<file path="config.mk">
export PLATFORM = sky130hd
export DESIGN_NAME = lbc_bus_cmd
export DESIGN_NICKNAME = d
export VERILOG_FILES = /design/src/core/lbc_pkg.sv /design/src/core/lbc_bus_cmd.sv /design/src/core/lbc_queue_status.sv
export SDC_FILE = /design/constraint.sdc
export NUM_CORES = 1
export LEC_CHECK = 0
export ABC_CLOCK_PERIOD_IN_PS = 2500
export BUFFER_PORTS_ARGS = -buffer_cell sky130_fd_sc_hd__buf_4
export CAP_MARGIN = 20
export CORE_MARGIN = 5
export CORE_UTILIZATION = 28
export CTS_CLUSTER_DIAMETER = 200
export CTS_CLUSTER_SIZE = 30
export DETAILED_ROUTE_END_ITERATION = 16
export PLACE_DENSITY = 0.56
export SLEW_MARGIN = 20
export SYNTH_ARGS = -nofsm -noshare
export SYNTH_HDL_FRONTEND = slang
export SYNTH_SLANG_ARGS = --single-unit
</file>
<file path="constraint.sdc">
create_clock -name mclk -period 2.5 [get_ports mclk]
set_input_delay 0.25 -clock mclk [delete_from_list [all_inputs] [get_ports mclk]]
set_output_delay 0.25 -clock mclk [all_outputs]
set_load 0.02 [all_outputs]
</file>
<file path="src/core/lbc_pkg.sv">
// Package of constants and carrier types for the local bus command block.
package lbc_pkg;

    // ==========================================================
    // Bus cycle status codes
    localparam logic [2:0] LBC_ST_INTA    = 3'h0;
    localparam logic [2:0] LBC_ST_RD_IO   = 3'h1;
    localparam logic [2:0] LBC_ST_WR_IO   = 3'h2;
    localparam logic [2:0] LBC_ST_HALT    = 3'h3;
    localparam logic [2:0] LBC_ST_FETCH   = 3'h4;
    localparam logic [2:0] LBC_ST_RD_MEM  = 3'h5;
    localparam logic [2:0] LBC_ST_WR_MEM  = 3'h6;
    localparam logic [2:0] LBC_ST_PASSIVE = 3'h7;

    // ==========================================================
    // Queue state codes, high bit first
    localparam logic [1:0] LBC_QS_NOP     = 2'h0;
    localparam logic [1:0] LBC_QS_FIRST   = 2'h1;
    localparam logic [1:0] LBC_QS_REINIT  = 2'h2;
    localparam logic [1:0] LBC_QS_NEXT    = 2'h3;

    // ==========================================================
    // Widths and values after reset
    localparam int         LBC_ADDR_W     = 20;
    localparam int         LBC_DATA_W     = 16;
    localparam int         LBC_PHASES     = 2;
    localparam logic [1:0] LBC_QS_RESET   = 2'h0;
    localparam logic [2:0] LBC_ST_RESET   = 3'h7;

    // ==========================================================
    // T-states, one-hot
    typedef enum logic [5:0] {
        LBC_TI = 6'h01,
        LBC_T1 = 6'h02,
        LBC_T2 = 6'h04,
        LBC_T3 = 6'h08,
        LBC_TW = 6'h10,
        LBC_T4 = 6'h20
    } lbc_tstate_type;

    // ==========================================================
    // Bus cycle request from the execution side
    typedef struct packed {
        logic [2:0]            status;
        logic [LBC_ADDR_W-1:0] addr;
        logic [LBC_DATA_W-1:0] wdata;
        logic                  dma;
    } lbc_req_type;

    // Command and buffer-control pins
    typedef struct packed {
        logic       ale;
        logic       wr_n;
        logic       data_buffer_enable_n;
        logic       data_direction;
        logic [2:0] bus_cycle_status;
    } lbc_cmd_type;

endpackage

</file>
<file path="src/core/lbc_bus_cmd.sv">
// Local bus command, buffer control and queue status pin logic.
`timescale 1ns/1ps
module lbc_bus_cmd
    import lbc_pkg::*;
(
    // Clock and reset
    input  wire logic                    mclk,
    input  wire logic                    rst_n,
    // Bus cycle requests
    input  wire logic                    req_valid,
    input  wire lbc_pkg::lbc_req_type    req,
    output logic                         req_ready,
    input  wire logic                    ready,
    output logic [lbc_pkg::LBC_DATA_W-1:0] rdata,
    output logic                         rdata_valid,
    // Queue events from the prefetch unit
    input  wire logic [1:0]              queue_event,
    // Chip select hits
    input  wire logic                    mem_cs_hit,
    input  wire logic                    per_cs_hit,
    input  wire logic                    per_cs_io,
    output logic                         mem_cs_n,
    output logic                         per_cs_n,
    // Address/data pins
    input  wire logic [lbc_pkg::LBC_DATA_W-1:0] ad_in,
    output logic [lbc_pkg::LBC_DATA_W-1:0] ad_out,
    output logic                         ad_oe_n,
    output logic [3:0]                   a_hi_out,
    // Read strobe pin
    input  wire logic                    rd_n_in,
    output logic                         rd_n_out,
    output logic                         rd_n_oe_n,
    output logic                         rd_pullup_en,
    // Command pins
    output lbc_pkg::lbc_cmd_type         cmd
);
    import lbc_pkg::*;

    lbc_tstate_type          st_q;
    lbc_tstate_type          st_d;
    logic                    phase_q;
    lbc_req_type             req_q;
    logic                    start_q;
    logic                    rdy_q;
    logic [2:0]              stat_q;
    logic                    ale_q;
    logic                    rd_act_q;
    logic                    wr_act_q;
    logic                    buf_en_n_q;
    logic                    dir_q;
    logic [LBC_DATA_W-1:0]   ad_q;
    logic                    oe_n_q;
    logic [3:0]              ahi_q;
    logic [LBC_DATA_W-1:0]   rdata_q;
    logic                    rvalid_q;
    logic                    strap_done;
    logic                    queue_mode;
    logic [1:0]              queue_state;

    // ==========================================================
    // Phase divider and decode
    // Each T-state is two mclk cycles; phase 1 is its second half.
    wire mid_en   = (phase_q == 1'b0);
    wire end_en   = (phase_q == 1'b1);
    wire pre_t1   = (st_q == LBC_TI) || (st_q == LBC_T4);
    wire accept   = req_valid && pre_t1 && mid_en && strap_done;
    wire is_read  = (req_q.status == LBC_ST_RD_IO) || (req_q.status == LBC_ST_RD_MEM)
                 || (req_q.status == LBC_ST_FETCH) || (req_q.status == LBC_ST_INTA);
    wire is_write = (req_q.status == LBC_ST_WR_IO) || (req_q.status == LBC_ST_WR_MEM);
    wire is_halt  = (req_q.status == LBC_ST_HALT);
    wire to_t1    = end_en && pre_t1 && start_q;
    wire to_t2    = end_en && (st_q == LBC_T1);
    wire to_t4    = end_en && ((st_q == LBC_T3) || (st_q == LBC_TW)) && rdy_q;
    wire space_io = (req_q.status[2] == 1'b0);
    wire bus_live = (st_q != LBC_TI);

    assign req_ready = pre_t1 && mid_en && strap_done;

    always_comb
    begin
        st_d = st_q;
        case (st_q)
            LBC_TI: st_d = start_q ? LBC_T1 : LBC_TI;
            LBC_T1: st_d = LBC_T2;
            LBC_T2: st_d = LBC_T3;
            LBC_T3: st_d = rdy_q ? LBC_T4 : LBC_TW;
            LBC_TW: st_d = rdy_q ? LBC_T4 : LBC_TW;
            LBC_T4: st_d = start_q ? LBC_T1 : LBC_TI;
            default: st_d = LBC_TI;
        endcase
    end

    always_ff @(posedge mclk or negedge rst_n)
    begin
        if (!rst_n)
        begin
            phase_q <= 1'b0;
            st_q    <= LBC_TI;
        end
        else
        begin
            phase_q <= ~phase_q;
            if (end_en)
                st_q <= st_d;
        end
    end

    // ==========================================================
    // Request, ready and status
    always_ff @(posedge mclk or negedge rst_n)
    begin
        if (!rst_n)
        begin
            req_q   <= '0;
            start_q <= 1'b0;
            rdy_q   <= 1'b0;
            stat_q  <= LBC_ST_RESET;
        end
        else
        begin
            if (accept)
                req_q <= req;
            if (accept)
                start_q <= 1'b1;
            else if (to_t1)
                start_q <= 1'b0;
            if (mid_en)
                rdy_q <= ready;
            if (accept)
                stat_q <= req.status;
            else if (mid_en && (st_q == LBC_T2) && is_halt)
                stat_q <= LBC_ST_PASSIVE;
            else if (mid_en && ((st_q == LBC_T3) || (st_q == LBC_TW)) && ready)
                stat_q <= LBC_ST_PASSIVE;
        end
    end

    // ==========================================================
    // Strobes, buffer control and address/data drive
    // Buffer enable is driven for every cycle except halt, and direction for every cycle, buffered target or not.
    always_ff @(posedge mclk or negedge rst_n)
    begin
        if (!rst_n)
        begin
            ale_q      <= 1'b0;
            rd_act_q   <= 1'b0;
            wr_act_q   <= 1'b0;
            buf_en_n_q <= 1'b1;
            dir_q      <= 1'b1;
            oe_n_q   <= 1'b1;
            ad_q     <= '0;
            ahi_q    <= '0;
        end
        else
        begin
            if (accept)
                ale_q <= 1'b1;
            else if (mid_en && (st_q == LBC_T1))
                ale_q <= 1'b0;
            if (to_t2)
                rd_act_q <= is_read;
            else if (to_t4)
                rd_act_q <= 1'b0;
            if (to_t2)
                wr_act_q <= is_write;
            else if (to_t4)
                wr_act_q <= 1'b0;
            if (to_t2 && !is_halt)
                buf_en_n_q <= 1'b0;
            else if (mid_en && (st_q == LBC_T4))
                buf_en_n_q <= 1'b1;
            if (to_t1)
                dir_q <= ~is_read;
            else if (mid_en && (st_q == LBC_T4))
                dir_q <= 1'b1;
            if (to_t1)
            begin
                oe_n_q <= 1'b0;
                ad_q   <= req_q.addr[LBC_DATA_W-1:0];
                ahi_q  <= req_q.addr[LBC_ADDR_W-1:LBC_DATA_W];
            end
            else if (to_t2)
            begin
                oe_n_q <= 1'b1;
                ahi_q  <= {req_q.dma, 3'h0};
            end
            else if (mid_en && (st_q == LBC_T2) && is_write)
            begin
                oe_n_q <= 1'b0;
                ad_q   <= req_q.wdata;
            end
            else if (end_en && (st_q == LBC_T4))
                oe_n_q <= 1'b1;
        end
    end

    // ==========================================================
    // Read data capture at the start of T4
    always_ff @(posedge mclk or negedge rst_n)
    begin
        if (!rst_n)
        begin
            rdata_q  <= '0;
            rvalid_q <= 1'b0;
        end
        else
        begin
            rvalid_q <= to_t4 && is_read;
            if (to_t4 && is_read)
                rdata_q <= ad_in;
        end
    end

    // ==========================================================
    // Strap and queue state
    lbc_queue_status u_queue
    (
        .mclk        (mclk),
        .rst_n       (rst_n),
        .fall_en     (mid_en),
        .rd_n_in     (rd_n_in),
        .queue_event (queue_event),
        .strap_done  (strap_done),
        .queue_mode  (queue_mode),
        .queue_state (queue_state)
    );

    // ==========================================================
    // Pin assembly
    // The strobe is gated by the float so the two never overlap on the bus.
    wire rd_on = rd_act_q && oe_n_q;
    wire wr_on = wr_act_q;

    assign rd_n_out     = ~rd_on;
    assign rd_n_oe_n    = ~strap_done || queue_mode;
    assign rd_pullup_en = 1'b1;
    assign cmd.wr_n     = queue_mode ? queue_state[1] : ~wr_on;
    assign cmd.ale      = queue_mode ? queue_state[0] : ale_q;
    assign cmd.data_buffer_enable_n = buf_en_n_q;
    assign cmd.data_direction       = dir_q;
    assign cmd.bus_cycle_status     = stat_q;
    assign ad_out       = ad_q;
    assign ad_oe_n      = oe_n_q;
    assign a_hi_out     = ahi_q;
    assign rdata        = rdata_q;
    assign rdata_valid  = rvalid_q;
    // Memory selects never answer I/O; peripheral selects follow the chosen space.
    assign mem_cs_n = ~(mem_cs_hit && bus_live && !space_io);
    assign per_cs_n = ~(per_cs_hit && bus_live && (space_io == per_cs_io));
endmodule

</file>
<file path="src/core/lbc_queue_status.sv">
// Reset strap capture and queue state register of the local bus command block.
`timescale 1ns/1ps
module lbc_queue_status
    import lbc_pkg::*;
(
    // Clock and reset
    input  wire logic       mclk,
    input  wire logic       rst_n,
    // Timing
    input  wire logic       fall_en,
    // Strap and queue events
    input  wire logic       rd_n_in,
    input  wire logic [1:0] queue_event,
    // Results
    output logic            strap_done,
    output logic            queue_mode,
    output logic [1:0]      queue_state
);
    import lbc_pkg::*;

    logic       done_q;
    logic       mode_q;
    logic [1:0] qs_q;

    // ==========================================================
    // Strap capture
    // The strap is taken at the first edge after release, never inside the reset itself.
    always_ff @(posedge mclk or negedge rst_n)
    begin
        if (!rst_n)
        begin
            done_q <= 1'b0;
            mode_q <= 1'b0;
        end
        else if (!done_q)
        begin
            done_q <= 1'b1;
            mode_q <= ~rd_n_in;
        end
    end

    // ==========================================================
    // Queue state, moved on the falling processor edge in any T-state
    always_ff @(posedge mclk or negedge rst_n)
    begin
        if (!rst_n)
            qs_q <= LBC_QS_RESET;
        else if (fall_en)
            qs_q <= queue_event;
    end

    assign strap_done  = done_q;
    assign queue_mode  = mode_q;
    assign queue_state = qs_q;

endmodule

</file>
# After elaboration in Yosys (flattened, before gate mapping)
# Cells that the tools add are included.
[op_classes] bitwise=9 muxes=27 eq_ne=15 n_reduce_logical=46
[ops] op="two-way mux 16 bit" count=3
[ops] op="logical AND 1 bit" count=25
[ops] op="case mux 6 bit (4 select lines)" count=1
[ops] op="two-way mux 1 bit" count=16
[ops] op="nonzero test 2 bit" count=7
[ops] op="== test 3 bit, second input constant" count=3
[ops] op="two-way mux 3 bit" count=3
[ops] op="inverter 1 bit" count=9
[ops] op="two-way mux 4 bit" count=2
[ops] op="logical OR 1 bit" count=7
[ops] op="== test 3 x 2 -> 1 bit, second input constant" count=2
[ops] op="== test 6 x 1 -> 1 bit, second input constant" count=1
[ops] op="== test 6 x 2 -> 1 bit, second input constant" count=1
[ops] op="== test 6 x 3 -> 1 bit, second input constant" count=1
[ops] op="== test 6 x 4 -> 1 bit, second input constant" count=1
[ops] op="== test 6 x 5 -> 1 bit, second input constant" count=1
[ops] op="== test 6 bit, second input constant" count=1
[ops] op="two-way mux 6 bit" count=1
[ops] op="inequality test 6 x 1 -> 1 bit, second input constant" count=1
[ops] op="nonzero test 4 bit" count=1
[ops] op="OR reduction 2 bit" count=2
[ops] op="== test 3 x 1 -> 1 bit, second input constant" count=1
[ops] op="zero test 3 bit" count=1
[ops] op="nonzero test 3 bit" count=1
[ops] op="other kinds (5)" count=5
[word_totals] in_bits=66 register_bits=99 word_cells=119 output_inout_bits=51

# Logic depth before layout (Yosys ltp)
[logic_depth] word_depth=7 depth_mapped=6 ltp_nobuf=4

# Cells and area by module
# A second synthesis with hierarchy kept.
[hier_totals] cells_unflattened=299 hier_area_um2=4127.7
[modules_own_cells] module="lbc_bus_cmd" cells_each=290 seq_area_each_um2=2386.0 area_per_inst_um2=3992.6 n_inst=1
[modules_own_cells] module="lbc_queue_status" cells_each=9 seq_area_each_um2=100.1 area_per_inst_um2=135.1 n_inst=1

# Least setup slack after synthesis
# Ideal clock, no wire load.
[synth_timing] kind="reg-to-reg" startpoint="register st_q[1]" endpoint="register rdata_q[10] (netlist: rdata[10])" slack_ns=0.352 synth_period_minus_slack_ns=2.148 required_time_ns=2.375 arrival_ns=2.023 path_stages_with_launch=6 n_path_buf=1 setup_ns=0.125 path_cell_list="dfrtp_1 or3_4 or3_4 nor3_4 buf_12 mux2_4"
[synth_between] elab_chain_len=5 word_cells_on_any_way=6 classes_between="eq/ne: 2; reduce/logical: 4"
[synth_rtl] element="start, declared" line="lbc_bus_cmd.sv:39" rtl="lbc_tstate_type st_q;"
[synth_rtl] element="start signal, assigned" line="lbc_bus_cmd.sv:104" rtl="st_q <= st_d;"
[synth_rtl] element="== test 6 x 4 -> 1 bit / == test 6 x 5 -> 1 bit (equally long branches)" line="lbc_bus_cmd.sv:73" rtl="wire to_t4 = end_en && ((st_q == LBC_T3) || (st_q == LBC_TW)) && rdy_q;"
[synth_rtl] element="logical OR 1 bit (*)" line="lbc_bus_cmd.sv:73"
[synth_rtl] element="logical AND 1 bit (*) (2 in series)" line="lbc_bus_cmd.sv:73"
[synth_rtl] element="logical AND 1 bit (*)" line="lbc_bus_cmd.sv:209" rtl="if (to_t4 && is_read)"
[synth_rtl] element="end signal, assigned" line="lbc_bus_cmd.sv:210" rtl="rdata_q <= ad_in;"
[synth_rtl] element="end, declared" line="lbc_bus_cmd.sv:54" rtl="logic [LBC_DATA_W-1:0] rdata_q;"
# Every way passes the cells marked *; elsewhere a longest branch is shown, timed or not.
# A chain may end at the register's enable or synchronous reset.

# Worst setup path after layout
[layout_timing] startpoint="register st_q[1]" endpoint="output per_cs_n"
[layout_between] elab_chain_len=4
[layout_rtl] element="inequality test 6 x 1 -> 1 bit" line="lbc_bus_cmd.sv:75" rtl="wire bus_live = (st_q != LBC_TI);"
[layout_rtl] element="logical AND 1 bit (2 in series)" line="lbc_bus_cmd.sv:249" rtl="assign per_cs_n = ~(per_cs_hit && bus_live && (space_io == per_cs_io));"
[layout_rtl] element="inverter 1 bit" line="lbc_bus_cmd.sv:249"
[layout_rtl] element="end, declared" line="lbc_bus_cmd.sv:23" rtl="output logic per_cs_n,"
# Every way passes these cells.

==> results.txt <==
----------------------------------------------------
[Timing]
  Time the final worst path needs with I/O delays and setup ... 2.38 ns
  Final max-slew violation count ... 0
  Setup violations, final ... 0
  Hold Fails Final Rpt ... 0
  Setup repair after global routing missed its margin ... false
  Worst-Margin Slew ... 0.627 ns
  Smallest setup slack after layout ... 0.124 ns
  Worst slew margin ... 57.8%
  Skew final ... 0.00523 ns
  Period Utilization, post-route ... 95.0%
  Post-Route Setup TNS ... 0 ns
  Fmax ... 421 MHz

[Setup path]
  Data required time at the worst endpoint ... 2.25 ns
  Crit path DAT ... 2.13 ns
  CP delay by family, top ... simple AND/OR/NAND/NOR gates
  Register-to-Register Setup Slack ... 0.34 ns
  Total number of cells along the worst setup path ... 4
  Type of element launching the critical path ... flop
  CP bufs+invs ... 1
  CP Class ... reg2out
  Top fanout value on the critical path ... 6
  Chain of cells forming the critical path ... or4_4 -> or3b_2 -> nand3_1 -> buf_4
  Reg2reg end ... ad_out[1]
  Startpoint of the worst register-to-register path ... st_q[3]
  Max incr delay on CP ... 0.61 ns
  CP max stage cell ... or4_4
  Endpoint type of the worst setup path ... output pin
  Number of cell instances on the worst register-to-register path ... 4

[CTS]
  Maximum number of buffers from clock root to sink ... 2
  H-tree levels ... 3
  Setup bufs post-CTS ... 0
  Worst-Skew Late Latency ... 0.35 ns
  Number of CTS-inserted buffers ... 9
  TritonCTS clock tree ... yes
  Root Buffer Master ... clkbuf_16
  Clk sinks ... 99
  Clock-pin slew of the registers on the worst-case setup and hold paths ... 0.06 ns
  Post-CTS Resized ... 0

[Drt]
  Final Routed Wirelength ... 9340 microns
  Count of antenna-violating nets left after detailed routing ... 0
  Number of DRC violations after detailed-routing iteration 0 ... 73
  DR DRC count ... 0
  Post-detailed-route via-to-cell ratio ... 4.54
  Detailed-route wire length per cell ... 15.3 microns
  Total via count in the routed design ... 2,763
  Count of TritonRoute iterations in the first routing pass ... 4

[Die]
  Vert. Die Dim ... 131 microns
  Die Wd ... 131 microns
  Effective utilization at floorplan ... 28.5%
  Area of the core region ... 14,500 sq um
  Die Footprint ... 17,300 sq um
  I/O pin count ... 117
  Site row count ... 44

[Yosys]
  Mean instance size in the synthesized netlist ... 13.8 sq um
  Cells taking the most area after synthesis ... dfrtp_1 (56%), mux2_2 (15%), dfstp_2 (4.5%), mux2i_1 (4.1%), mux2_4 (3.3%)
  Cell count after synthesis ... 298
  Synth top area share ... 55.8%
  Number of flops mapped to enable cells by yosys ... 0
  Synth Cell Area ... 4120 sq um
  Number of warnings reported in the yosys synthesis log ... 0
  FF+latch count, synth ... 99
  Count of different cell masters after synthesis ... 45
  Cell type with the largest total area after synthesis ... dfrtp_1
  Commonest register cell after synthesis ... dfrtp_1
  Share of flip-flops with an asynchronous set or reset after synthesis ... 100%
  Share of the yosys chip area belonging to registers ... 60.3%
  Cell with the most instances after synthesis ... dfrtp_1
  Most frequent cells after synthesis ... dfrtp_1 (92), mux2_2 (54), nand2_1 (23), o21ai_0 (21), mux2i_1 (17)

[Layout]
  Post-Layout Cell Count ... 609
  Number of fillers in the final layout ... 1,429
  Area growth from synthesis to final layout ... 33.5%
  Final #Nets ... 486
  Fraction of final layout cells with drive strength greater than 1 ... 50.6%
  Antenna Cells ... 0

[Hold path]
  Hold worst-path end ... u_queue.queue_mode
  Hold path depth ... 2
  Path category of the worst min-delay check ... in2reg
  Start point of the worst min-delay path ... rd_n_in

[GRT]
  GRT Residual Overflow ... 0
  Wire length of the first global-routing pass ... 15,500 microns
  Largest net degree at the start of global routing ... 49
  Vias in the first global route ... 2,935
  Antenna violations before repair ... 0
  Total track usage ... 11.2%

[Power]
  Reported leakage power ... 0.00264 uW
  Pwr/cell area ... 1050 nW/um^2
  Largest voltage drop on the vdd net ... 0.000412 V

[Job]
  Count of max-cap constraint violations ... 0

[Placement]
  Worst slack at placement ... 0.344 ns
  IO Port Bufs ... 115
  Final weighted congestion of routability-driven global placement ... 0.754
  Detail Placement HPWL ... 6760 microns
  Number of placed instances with taps included ... 592

[Status]
  Result of the run ... complete, no violations

----------------------------------------------------
==> area by class of cell <==
| class | count | area [sq um] | share of cell area, % |
|---|---|---|---|
| multi-input combinational | 180 | 1530 | 27.9 |
| sequential | 99 | 2490 | 45.2 |
| clock buffer | 15 | 248 | 4.50 |
| tap | 184 | 230 | 4.18 |
| timing repair buffer | 126 | 986 | 17.9 |
| inverter | 4 | 15.0 | 0.273 |
| clock inverter | 1 | 5.00 | 0.0909 |
==> flip-flops by register name (all words and copies together) (netlist names), 2 cells and up <==
| signal | count |
|---|---|
| req_q | 40 |
| ad_out | 16 |
| rdata | 16 |
| st_q | 6 |
| a_hi_out | 4 |
| stat_q | 3 |
| u_queue.queue_state | 2 |
==> cells in the final DEF (no fill, tap or decap), drive strengths merged, types with 3 or more instances in the layout <==
cell,synthesis,routed
o21ai,21,21
mux2,63,63
nand2,23,23
mux2i,17,17
nand3,4,4
or3b,3,3
nor2,6,6
nor4,3,3
dfstp,7,7
a22o,5,5
dfrtp,92,92
inv,3,3
clkbuf,4,15
nor3,3,3
buf,12,125
or3,5,5
a21o,3,3
==> where the power goes <==
group          switching (uW)  internal (uW)
clock                     563            676
sequential                356           2250
combinational             932            986
==> layer usage <==
layer	part of all wire [%]	GRT usage, %
met5	0	0
met4	1.1	3.26
met3	7.0	5.31
met2	47	16.7
met1	45	14.5
==> per-stage QoR <==
stage	power, uW	hold slack, ns	instance area, sq um	utilization [%]
CTS	5870	0.0654	5500	38.0
floorplan	3780	-0.0456	4130	-
global route	6150	0.0651	5500	38.0
detailed placement	4590	0.160	5240	36.2
finish	5770	0.0908	5500	38.0
global placement	4530	0.160	5240	36.2
==> worst max-delay path by stage <==
stage / startpoint / to
after CTS: st_q[1] / mem_cs_n
after detailed placement: st_q[2] / ad_out[1]
after global routing: st_q[1] / mem_cs_n
final: st_q[1] / per_cs_n
after global placement: st_q[3] / ad_out[11]
after floorplan: st_q[1] / rdata[10]
==> kinds of logic (layout without fill, tap and decap cells) <==
| family | count (synthesis) | in the layout | synth area share, % |
|---|---|---|---|
| buf+inv | 20 | 146 | 3.03 |
| simple gates | 56 | 56 | 7.83 |
| mux | 80 | 80 | 22.1 |
| other cells | 1 | 2 | 0.0909 |
| flops | 99 | 99 | 60.3 |
| compound gates | 39 | 39 | 5.98 |
| xor+xnor | 3 | 3 | 0.637 |
==> what timing repair did <==
item,4_1_cts,5_1_grt
hold buffers,1,0
hold endpoints to repair,20,0
endpoints found under the setup margin,0,0
Note: power is estimated with default switching activity, not from simulation.
